**src/hdl/febr_defines.vh**
```
// Register offsets, field positions and reset values of the feature/branch register bank
`ifndef FEBR_DEFINES_VH
`define FEBR_DEFINES_VH

// Register offsets on the 12-bit register port
`define FEBR_ADDR_THERM_CTL 12'h19d
`define FEBR_ADDR_FEATURE 12'h1a0
`define FEBR_ADDR_BRANCH_TOS 12'h1c9
`define FEBR_ADDR_DEBUG_CTL 12'h1d9
`define FEBR_ADDR_EXC_SOURCE 12'h1dd
`define FEBR_ADDR_EXC_TARGET 12'h1de

// Feature-enable register bit positions
`define FEBR_FEAT_AUTO_THERM 3
`define FEBR_FEAT_FREQ_THERM 13
`define FEBR_FEAT_STEPPING 16
`define FEBR_FEAT_MONITOR 18
`define FEBR_FEAT_LEAF_LIMIT 22
`define FEBR_FEAT_XD_OFF 34

// Writable bits of the feature-enable register; all others read zero
`define FEBR_FEAT_WRITE_MASK 64'h0000_0004_0045_2008

// Thermal control register fields
`define FEBR_THERM_SETTING_MSB 15
`define FEBR_THERM_MODE_BIT 16

// Branch stack index width and debug control branch-record enable
`define FEBR_TOS_WIDTH 4
`define FEBR_DBG_RECORD_BIT 0

// Reported leaf ceiling when the leaf limit is set
`define FEBR_LEAF_CAP 32'h0000_0003

// Reset values
`define FEBR_RST_FEATURE 64'h0000_0000_0000_0000
`define FEBR_RST_THERM_CTL 17'h0_0000
`define FEBR_RST_TOS 4'h0
`define FEBR_RST_DEBUG_CTL 64'h0000_0000_0000_0000
`define FEBR_RST_POINTER 64'h0000_0000_0000_0000

`endif

```
**src/hdl/febr_ler.v**
```verilog
// Last-branch and last-exception pointer capture for the feature/branch register bank
`timescale 1ns/1ps
`include "febr_defines.vh"

module febr_ler #(
    parameter ADDR_WIDTH = 64
) (
    input wire clock,
    input wire reset_n,
    input wire record_enable,
    input wire branch_valid,
    input wire [ADDR_WIDTH-1:0] branch_from,
    input wire [ADDR_WIDTH-1:0] branch_to,
    input wire exception,
    output reg [ADDR_WIDTH-1:0] exc_source,
    output reg [ADDR_WIDTH-1:0] exc_target
);

    // Most recent branch seen while recording is on
    reg [ADDR_WIDTH-1:0] last_from;
    reg [ADDR_WIDTH-1:0] last_to;

    // Track latest branch; freeze it into the exception record on an event
    always @(posedge clock) begin
        if (!reset_n) begin
            last_from <= `FEBR_RST_POINTER;
            last_to <= `FEBR_RST_POINTER;
            exc_source <= `FEBR_RST_POINTER;
            exc_target <= `FEBR_RST_POINTER;
        end else begin
            // Branch retiring alongside the event belongs before it
            if (branch_valid && record_enable) begin
                last_from <= branch_from;
                last_to <= branch_to;
            end
            if (exception) begin
                if (branch_valid && record_enable) begin
                    exc_source <= branch_from;
                    exc_target <= branch_to;
                end else begin
                    exc_source <= last_from;
                    exc_target <= last_to;
                end
            end
        end
    end

endmodule

```
**src/hdl/febr_top.v**
```verilog
// Feature-enable upper fields, thermal control and branch/exception recording registers
`timescale 1ns/1ps
`include "febr_defines.vh"

// Contract
// Bit 13 plus hot engages frequency thermal control; here only with bit 3 and mode bit 16 also set
// Bit 13 clear keeps ratio and voltage
// Firmware leaves bit 13 when unsupported
// Software never disables both thermal mechanisms
// Bit 16 enables dynamic frequency stepping
// Bit 18 enables the monitor state machine
// Bit 22 caps reported leaf at three
// Bit 34 disables execute-disable protection
// Stack top index held in bits 3:0
// Debug control register is read-write
// Exception source holds last branch address
// Exception target holds last branch target
// Mode bit picks duty or frequency control
// Reserved feature bits read zero, ignore writes
module febr_top #(
    parameter ADDR_WIDTH = 12,
    parameter DATA_WIDTH = 64,
    parameter LEAF_WIDTH = 32,
    parameter SETTING_WIDTH = 16
) (
    input wire CLOCK,
    input wire RESET_N,
    input wire [ADDR_WIDTH-1:0] REG_ADDR,
    input wire [DATA_WIDTH-1:0] REG_WDATA,
    input wire REG_WRITE,
    input wire REG_READ,
    output reg [DATA_WIDTH-1:0] REG_RDATA,
    input wire THERMAL_HOT,
    input wire [SETTING_WIDTH-1:0] NOMINAL_SETTING,
    output reg [SETTING_WIDTH-1:0] OPERATING_SETTING,
    output reg FREQ_THERMAL_ACTIVE,
    output reg DUTY_THERMAL_ACTIVE,
    output wire STEPPING_ENABLE,
    output wire MONITOR_FSM_ENABLE,
    output wire EXEC_DISABLE_OFF,
    output wire BRANCH_RECORD_ENABLE,
    input wire [LEAF_WIDTH-1:0] NATIVE_MAX_LEAF,
    output reg [LEAF_WIDTH-1:0] REPORTED_MAX_LEAF,
    input wire BRANCH_VALID,
    input wire [DATA_WIDTH-1:0] BRANCH_FROM,
    input wire [DATA_WIDTH-1:0] BRANCH_TO,
    input wire EXCEPTION_EVENT
);

    // Stored register contents
    reg [DATA_WIDTH-1:0] feature_enable_upper; // Only writable bits ever become one
    reg [16:0] thermal_control_reg; // Setting in 15:0, mode select in 16
    reg [`FEBR_TOS_WIDTH-1:0] branch_stack_top_index; // Most recent record slot
    reg [DATA_WIDTH-1:0] debug_feature_control; // Debug feature controls

    // Exception record pointers from the capture block
    wire [DATA_WIDTH-1:0] exception_branch_source;
    wire [DATA_WIDTH-1:0] exception_branch_target;

    // Thermal sensor synchroniser, first stage read only by the second
    reg hot_meta;
    reg hot_sync;

    // Next values
    reg [DATA_WIDTH-1:0] next_rdata;
    reg [`FEBR_TOS_WIDTH-1:0] next_tos;

    // Decoded controls
    wire auto_therm_enable;
    wire freq_therm_enable;
    wire thermal_mode_select;
    wire leaf_limit;

    // Address match helper shared by write and read decode
    function hit;
        input [ADDR_WIDTH-1:0] addr;
        input [ADDR_WIDTH-1:0] offset;
        begin
            hit = (addr == offset);
        end
    endfunction

    // Field views of the stored registers
    assign auto_therm_enable = feature_enable_upper[`FEBR_FEAT_AUTO_THERM];
    assign freq_therm_enable = feature_enable_upper[`FEBR_FEAT_FREQ_THERM];
    assign thermal_mode_select = thermal_control_reg[`FEBR_THERM_MODE_BIT];
    assign leaf_limit = feature_enable_upper[`FEBR_FEAT_LEAF_LIMIT];

    // Control levels straight from feature and debug bits
    assign STEPPING_ENABLE = feature_enable_upper[`FEBR_FEAT_STEPPING];
    assign MONITOR_FSM_ENABLE = feature_enable_upper[`FEBR_FEAT_MONITOR];
    assign EXEC_DISABLE_OFF = feature_enable_upper[`FEBR_FEAT_XD_OFF];
    assign BRANCH_RECORD_ENABLE = debug_feature_control[`FEBR_DBG_RECORD_BIT];

    // Two-stage synchroniser for the asynchronous thermal sensor pin
    always @(posedge CLOCK) begin
        if (!RESET_N) begin
            hot_meta <= 1'b0;
            hot_sync <= 1'b0;
        end else begin
            hot_meta <= THERMAL_HOT;
            hot_sync <= hot_meta;
        end
    end

    // Feature-enable register: only documented control bits are stored
    always @(posedge CLOCK) begin
        if (!RESET_N) begin
            feature_enable_upper <= `FEBR_RST_FEATURE;
        end else if (REG_WRITE && hit(REG_ADDR, `FEBR_ADDR_FEATURE)) begin
            // Reserved positions masked away on write
            feature_enable_upper <= REG_WDATA & `FEBR_FEAT_WRITE_MASK;
        end
    end

    // Thermal control register: setting and automatic mode select
    always @(posedge CLOCK) begin
        if (!RESET_N) begin
            thermal_control_reg <= `FEBR_RST_THERM_CTL;
        end else if (REG_WRITE && hit(REG_ADDR, `FEBR_ADDR_THERM_CTL)) begin
            thermal_control_reg <= REG_WDATA[16:0];
        end
    end

    // Debug control register, fully read-write
    always @(posedge CLOCK) begin
        if (!RESET_N) begin
            debug_feature_control <= `FEBR_RST_DEBUG_CTL;
        end else if (REG_WRITE && hit(REG_ADDR, `FEBR_ADDR_DEBUG_CTL)) begin
            debug_feature_control <= REG_WDATA;
        end
    end

    // Stack top next value: a recorded branch wins over a software write
    always @* begin
        next_tos = branch_stack_top_index;
        if (REG_WRITE && hit(REG_ADDR, `FEBR_ADDR_BRANCH_TOS)) begin
            // Software places the index directly
            next_tos = REG_WDATA[`FEBR_TOS_WIDTH-1:0];
        end
        if (BRANCH_VALID && BRANCH_RECORD_ENABLE) begin
            // Advance to the slot that now holds the newest record
            next_tos = branch_stack_top_index + 4'h1;
        end
    end

    // Stack top index register
    always @(posedge CLOCK) begin
        if (!RESET_N) begin
            branch_stack_top_index <= `FEBR_RST_TOS;
        end else begin
            branch_stack_top_index <= next_tos;
        end
    end

    // Exception record capture
    febr_ler #(
        .ADDR_WIDTH(DATA_WIDTH)
    ) u_ler (
        .clock(CLOCK),
        .reset_n(RESET_N),
        .record_enable(BRANCH_RECORD_ENABLE),
        .branch_valid(BRANCH_VALID),
        .branch_from(BRANCH_FROM),
        .branch_to(BRANCH_TO),
        .exception(EXCEPTION_EVENT),
        .exc_source(exception_branch_source),
        .exc_target(exception_branch_target)
    );

    // Thermal response, registered one cycle after the synchronised sensor
    always @(posedge CLOCK) begin
        if (!RESET_N) begin
            FREQ_THERMAL_ACTIVE <= 1'b0;
            DUTY_THERMAL_ACTIVE <= 1'b0;
            OPERATING_SETTING <= {SETTING_WIDTH{1'b0}};
        end else begin
            // Duty-cycle modulation only with auto enable and mode zero
            DUTY_THERMAL_ACTIVE <= hot_sync && auto_therm_enable && !thermal_mode_select;
            if (hot_sync && freq_therm_enable && auto_therm_enable && thermal_mode_select) begin
                // Drop to the last written ratio and voltage setting
                FREQ_THERMAL_ACTIVE <= 1'b1;
                OPERATING_SETTING <= thermal_control_reg[`FEBR_THERM_SETTING_MSB:0];
            end else begin
                // No frequency thermal action: nominal setting passes unchanged
                FREQ_THERMAL_ACTIVE <= 1'b0;
                OPERATING_SETTING <= NOMINAL_SETTING;
            end
        end
    end

    // Reported identification leaf ceiling
    always @(posedge CLOCK) begin
        if (!RESET_N) begin
            REPORTED_MAX_LEAF <= {LEAF_WIDTH{1'b0}};
        end else if (leaf_limit && (NATIVE_MAX_LEAF > `FEBR_LEAF_CAP)) begin
            // Hide every leaf above the cap
            REPORTED_MAX_LEAF <= `FEBR_LEAF_CAP;
        end else begin
            REPORTED_MAX_LEAF <= NATIVE_MAX_LEAF;
        end
    end

    // Read multiplexer; unmapped addresses read zero
    always @* begin
        next_rdata = {DATA_WIDTH{1'b0}};
        if (hit(REG_ADDR, `FEBR_ADDR_FEATURE)) begin
            next_rdata = feature_enable_upper;
        end else if (hit(REG_ADDR, `FEBR_ADDR_THERM_CTL)) begin
            next_rdata = {47'h0, thermal_control_reg};
        end else if (hit(REG_ADDR, `FEBR_ADDR_BRANCH_TOS)) begin
            next_rdata = {60'h0, branch_stack_top_index};
        end else if (hit(REG_ADDR, `FEBR_ADDR_DEBUG_CTL)) begin
            next_rdata = debug_feature_control;
        end else if (hit(REG_ADDR, `FEBR_ADDR_EXC_SOURCE)) begin
            next_rdata = exception_branch_source;
        end else if (hit(REG_ADDR, `FEBR_ADDR_EXC_TARGET)) begin
            next_rdata = exception_branch_target;
        end
    end

    // Read data stand only in the cycle after the read strobe
    always @(posedge CLOCK) begin
        if (!RESET_N) begin
            REG_RDATA <= {DATA_WIDTH{1'b0}};
        end else if (REG_READ) begin
            REG_RDATA <= next_rdata;
        end else begin
            REG_RDATA <= {DATA_WIDTH{1'b0}};
        end
    end

endmodule

```
**config.mk**
```make
export PLATFORM = sky130hd
export DESIGN_NAME = febr_top
export DESIGN_NICKNAME = d
export VERILOG_FILES = /design/src/hdl/febr_ler.v /design/src/hdl/febr_top.v
export VERILOG_INCLUDE_DIRS = /design/src /design/src/hdl
export SDC_FILE = /design/constraint.sdc
export NUM_CORES = 1
export LEC_CHECK = 0
export ABC_AREA = 1
export BUFFER_PORTS_ARGS = -buffer_cell sky130_fd_sc_hd__buf_2
export CORE_MARGIN = 10
export CORE_UTILIZATION = 35
export DETAILED_ROUTE_END_ITERATION = 10
export SYNTH_ARGS = -nofsm -noshare
export SYNTH_HDL_FRONTEND = slang
export SYNTH_SLANG_ARGS = --single-unit
```
**constraint.sdc**
```tcl
create_clock -name CLOCK -period 2.12 [get_ports CLOCK]
set_clock_uncertainty 0.2 [all_clocks]
set_input_delay 0.212 -clock CLOCK [delete_from_list [all_inputs] [get_ports CLOCK]]
set_output_delay 0.212 -clock CLOCK [all_outputs]
set_load 0.05 [all_outputs]
```
==> results.sh, run 1 <==
export IMPL_maxSlewViolCount=0
export IMPL_path_delay_family="buffers and inverters"
export IMPL_cp_slowest_cell="dlygate4sd3_1"
export IMPL_rsz0062_at_grt="no"
export IMPL_fp_dieW_um=244
export IMPL_peakVddDrop_mv=0.587
export IMPL_relSlewSlack=0.576
export IMPL_drt_first_pass_iters=5
export IMPL_fin_crit_sh=0.968
export IMPL_synthDominantCellAreaShare=0.529
export IMPL_initial_utilization=0.356
export IMPL_synth_top_family_by_area="simple AND/OR/NAND/NOR gates"
export IMPL_die_h_um=244
export IMPL_synth_ff_latch_count=463
export IMPL_status="complete, no violations"
export IMPL_area_growth_pct=40.9
export IMPL_avgSynthCellArea_um2=8.12
export IMPL_initialDrtViolationCount=1067
export IMPL_fin_cells=3474
export IMPL_min_period_ns=2.05
export IMPL_tritoncts="done"
export IMPL_place_inst=3126
export IMPL_ys_types=27
export IMPL_worst_ep_required_time_ns=2.40
export IMPL_layout_common_cells="dfxtp_1 (463), nor2_1 (394), buf_2 (373)"
export IMPL_met1_length_mm=26.4
export IMPL_path_class="primary input to flip-flop"
export IMPL_path_clk_slew_ns=0.06
export IMPL_power_leakage_nw=12.8
export IMPL_grt_pass1_vias=16493
export IMPL_met3WireLength_mm=3.55
export IMPL_synthTopCellsByArea="dfxtp_1 (53%), nor2_1 (8.4%), mux2i_1 (7.3%)"
export IMPL_cts_buffer_depth=3
export IMPL_drive_above_1_share=0.194
export IMPL_die_area_um2=59500
export IMPL_crit_buf_inv=6
export IMPL_synth_compound_area_frac=0.132
export IMPL_cp_common_cell="dlygate4sd3_1"
export IMPL_synth_simple_area_share=0.182
export IMPL_std_cell_rows=81
export IMPL_cts_made_buffers=50
export IMPL_grt_first_pass_wirelength_mm=92.1
export IMPL_p_per_area_nw_per_um2=783
export IMPL_max_freq_ghz=0.487
export IMPL_wire_per_inst_um=17.3
export IMPL_synthMuxAreaShare=0.0731
export IMPL_track_usage=0.193
export IMPL_fin_tns_setup_ns=0
export IMPL_htreeDepth=2
export IMPL_ys_flop_type="dfxtp_1"
export IMPL_synth_cells=2160
export IMPL_arrival_ns=2.33
export IMPL_met2_length_mm=28.6
export IMPL_layout_commonest_cell="dfxtp_1"
export IMPL_syn_nets=2420
export IMPL_slowest_delay_ns=0.57
export IMPL_layout_nets=3030
export IMPL_yosysWarnings=0
export IMPL_gp_congestion=0.832
export IMPL_synth_async_reset_ratio=0
export IMPL_setup_viol=0
export IMPL_worst_pin_slew_ns=0.635
export IMPL_cap_violations=0
export IMPL_grt_antenna_before_repair=9
export IMPL_crit_path_end_kind="flip-flop"
export IMPL_hold_path_class="primary input to flip-flop"
export IMPL_finalHoldViolCount=0
export IMPL_clock_root_buffer="clkbuf_16"
export IMPL_clock_sinks=463
export IMPL_yosysTopAreaCell="dfxtp_1"
export IMPL_synth_fa_ha_area_frac=0.000714
export IMPL_ant_nets=0
export IMPL_top_layer="met5"
export IMPL_cp_start_kind="primary input"
export IMPL_crit_path_max_fanout=46
export IMPL_grt_max_degree=93
export IMPL_synthXorXnorAreaFrac=0
export IMPL_synth_edf_count=0
export IMPL_wl_mm=60.0
export IMPL_dpl_hpwl_mm=41.4
export IMPL_synth_seq_area_share=0.529
export IMPL_path_cells="dlygate4sd3_1, buf_6, buf_16, inv_8, buf_4, a21oi_1, dlygate4sd3_1"
export IMPL_overflow=0
export IMPL_io_pins=377
export IMPL_worstSkewPairLatency_ns=0.59
export IMPL_synth_area_um2=17500
export IMPL_port_buffers=376
export IMPL_coreArea_um2=49300
export IMPL_drc=0
export IMPL_via_count=16425
export IMPL_post_drt_via_cell_ratio=4.73
## kinds of logic after synthesis
group                      after synthesis
AOI/OAI and AO/OA                      397
muxes                                  128
DFF                                    463
buffers and inverters                  378
and+or+nand+nor                        793
adders and majority gates                1
## area by class of cell
class                   instances  area (µm²)
inverters                     241         917
clock inverters                14         198
multi-input cells            1319        6810
repair buffers                694        5210
flip-flops and latches        463        9270
fillers                      4701       24500
well taps                     664         831
diodes                          4        10.0
clock buffers                  74        1460
repair inverters                1        5.00
## worst paths after layout
kind / from / end / slack (ns) / cells past startpoint
worst max register to register: thermal_control_reg[16] / OPERATING_SETTING[13] / 0.22 / 6
worst min register to register: hot_meta / hot_sync / 0.22 / 2
worst min-delay path: BRANCH_VALID / u_ler.last_to[10] / 0.04 / 5
worst max-delay path: RESET_N / REPORTED_MAX_LEAF[0] / 0.07 / 7
## metal layers
layer | vias up | track usage
met5 | - | 0
met1 | 7679 | 0.241
met2 | 461 | 0.325
met4 | 6 | 0.0561
li1 | 8186 | -
met3 | 93 | 0.0445
## metrics by stage
stage,setup WS (ns),hold slack (ns),util,area [µm²],power [W]
after floorplan,0.105,0.110,-,17500,0.00976
after global placement,0.0873,0.206,0.415,20400,0.0103
after detailed placement,0.109,0.211,0.415,20400,0.0103
after CTS,0.00553,0.00920,0.500,24600,0.0195
after global routing,0.0211,0.0353,0.502,24700,0.0200
final,0.0671,0.0437,0.502,24700,0.0194
## synthesized netlist by cell type, types with 16 or more instances
cell      number
nand2_1      308
dfxtp_1      463
mux2i_1      128
nor2_1       394
buf_2         29
inv_1        236
a21oi_1       97
nor3_1        16
clkbuf_1     101
o211ai_1     128
nand3_1       47
o21ai_0      158
## where the power goes
group	internal, W	switching (W)
clock network	0.00525	0.00359
registers	0.00887	0.0000784
logic	0.000723	0.000836
total	0.0148	0.00451
## timing repair
action                     4_1_cts  5_1_grt
buffers inserted                 0        2
setup endpoints to repair        0        8
gates resized for setup          0        9
hold endpoints to repair       403        0
hold buffers                   252        0
## worst register-to-register path: cells and delay by family, from the launching register on
family | cells | cell delay, ns
buffers and inverters | 3 | 0.89
and+or+nand+nor | 3 | 0.36
DFF | 1 | 0.33
(Power assumes the default switching activity.)
==> run 2, diff against run 1 <==
- RECOVER_POWER: unset -> 25
==> run 2 against run 1 <==
- via count shrank 0.37%
- routed wire length about the same
- worst hold slack lost 0.013 ns
- sequential share of layout area grew 0.11 points
- combinational power is essentially flat
- final area fell by 0.29%
- largest cell class unchanged
- die area did not move
- register-to-register slack worse by 0.10 ns
==> results.sh, run 2 (same netlist as run 1, synthesis figures left out) <==
export IMPL_post_drt_via_cell_ratio=4.71
export IMPL_worst_ep_required_time_ns=2.40
export IMPL_crit_path_max_fanout=46
export IMPL_switchingPower_w=0.00451
export IMPL_place_inst=3126
export IMPL_r2r_end="u_ler.exc_source[34]"
export IMPL_ant_nets=0
export IMPL_grt_antenna_before_repair=9
export IMPL_die_h_um=244
export IMPL_layout_commonest_cell="dfxtp_1"
export IMPL_path_cells="dlygate4sd3_1, buf_6, buf_16, inv_8, buf_4, a21oi_1, dlygate4sd3_1"
export IMPL_area_growth_pct=40.5
export IMPL_arrival_ns=2.31
export IMPL_path_class="primary input to flip-flop"
export IMPL_max_freq_ghz=0.493
export IMPL_r2r_cells=6
export IMPL_drt_first_pass_iters=5
export IMPL_min_period_ns=2.03
export IMPL_layout_common_cells="dfxtp_1 (463), nor2_1 (396), buf_2 (370)"
export IMPL_fin_cells=3474
export IMPL_sw_frac_of_total=0.233
export IMPL_layout_nets=3030
export IMPL_path_clk_slew_ns=0.06
export IMPL_grt_max_degree=93
export IMPL_slowest_delay_ns=0.57
export IMPL_reg2reg_slack_ns=0.12
export IMPL_cp_slowest_cell="dlygate4sd3_1"
export IMPL_drc=0
export IMPL_crit_path_end_kind="flip-flop"
export IMPL_cts_made_buffers=50
export IMPL_worstSkewPairLatency_ns=0.60
export IMPL_clock_sinks=463
export IMPL_whs_path_depth=5
export IMPL_gp_congestion=0.832
export IMPL_cp_start_kind="primary input"
export IMPL_p_comb_frac=0.080
export IMPL_worstSetupStartpoint="RESET_N"
export IMPL_setup_viol=0
export IMPL_cp_common_cell="dlygate4sd3_1"
export IMPL_fin_tns_setup_ns=0
export IMPL_p_int_w=0.0148
export IMPL_clock_root_buffer="clkbuf_16"
export IMPL_htreeDepth=2
export IMPL_r2r_start="debug_feature_control[0]"
export IMPL_tritoncts="done"
export IMPL_maxSlewViolCount=0
export IMPL_initial_utilization=0.356
export IMPL_grt_pass1_vias=16493
export IMPL_overflow=0
export IMPL_crit_buf_inv=6
export IMPL_clockPowerShare=0.457
export IMPL_drive_above_1_share=0.190
export IMPL_cts_buffer_depth=3
export IMPL_via_count=16364
export IMPL_track_usage=0.193
export IMPL_coreArea_um2=49300
export IMPL_rsz0062_at_grt="no"
export IMPL_port_buffers=376
export IMPL_min_from="BRANCH_VALID"
export IMPL_die_area_um2=59500
export IMPL_peakVddDrop_mv=0.587
export IMPL_status="complete, no violations"
export IMPL_fp_dieW_um=244
export IMPL_path_delay_family="buffers and inverters"
export IMPL_power_leakage_nw=12.7
export IMPL_grt_first_pass_wirelength_mm=92.1
export IMPL_relSlewSlack=0.433
export IMPL_hold_path_class="primary input to flip-flop"
export IMPL_p_per_area_nw_per_um2=785
export IMPL_io_pins=377
export IMPL_finalHoldViolCount=0
export IMPL_worst_pin_slew_ns=0.850
export IMPL_hold_end="u_ler.last_to[10]"
export IMPL_wl_mm=60.0
export IMPL_power_frac_seq=0.463
export IMPL_initialDrtViolationCount=1092
export IMPL_cap_violations=0
export IMPL_std_cell_rows=81
export IMPL_dpl_hpwl_mm=41.4
export IMPL_wire_per_inst_um=17.3
export IMPL_fin_crit_sh=0.957
run 2: cell count changes in the layout (fill, tap and decap cells not counted), sizes merged:
cell	before	now
clkbuf	77	88
buf	439	428
run 2: tightest hold or removal path, cell delays in order:
cell and delay (ns):
buf_2 0.10, nand2_4 0.08, buf_12 0.16, mux2i_1 0.14
nor2_1 0.08
run 2: final cells by class:
type                            instances  area [µm²]
Inverter                              241         917
Tap cell                              664         831
Clock inverter                         14         198
Sequential cell                       463        9270
Fill cell                            4715       24600
Clock buffer                           74        1460
Antenna cell                            4        10.0
Timing Repair inverter                  1        5.00
Timing Repair Buffer                  694        5140
Multi-Input combinational cell       1319        6800
run 2: layer usage:
metal  vias up  GRT usage  share of wire
li1       8179          -              -
met2       449      0.325           0.48
met4         6     0.0561          0.023
met1      7639      0.241           0.44
met3        91     0.0445          0.059
met5         -          0        0.00060
run 2: how the worst max path moves through the flow:
stage | slack (ns) | to | cells after the start
final | 0.09 | REPORTED_MAX_LEAF[0] | 7
after CTS | 0.006 | thermal_control_reg[4] | 9
after global routing | 0.01 | REG_RDATA[1] | 9
after global placement | 0.09 | REG_RDATA[7] | 11
after detailed placement | 0.11 | REG_RDATA[7] | 11
after floorplan | 0.11 | u_ler.exc_target[10] | 7
run 2: power by group through the flow:
stage / Combinational (W) / Clock (W) / Sequential [W]
after global placement: 0.00116 / 0 / 0.00914
after CTS: 0.00154 / 0.00902 / 0.00895
after global routing: 0.00168 / 0.00938 / 0.00897
after floorplan: 0.000463 / 0 / 0.00929
after detailed placement: 0.00117 / 0 / 0.00914
final: 0.00155 / 0.00884 / 0.00895
run 2: stage by stage:
step,area (µm²),util,setup WS [ns],power (W),hold slack [ns]
finish,24600,0.500,0.0914,0.0193,0.0307
global route,24600,0.500,0.0141,0.0200,0.0248
CTS,24600,0.500,0.00553,0.0195,0.00920
detailed placement,20400,0.415,0.109,0.0103,0.211
global placement,20400,0.415,0.0873,0.0103,0.206
floorplan,17500,-,0.105,0.00976,0.110
run 2: repair_timing:
action | CTS | global route
gates resized for setup | 0 | 9
endpoints found under the setup margin | 0 | 8
endpoints found under the hold margin | 403 | 0
hold buffers | 252 | 0
buffers inserted | 0 | 2
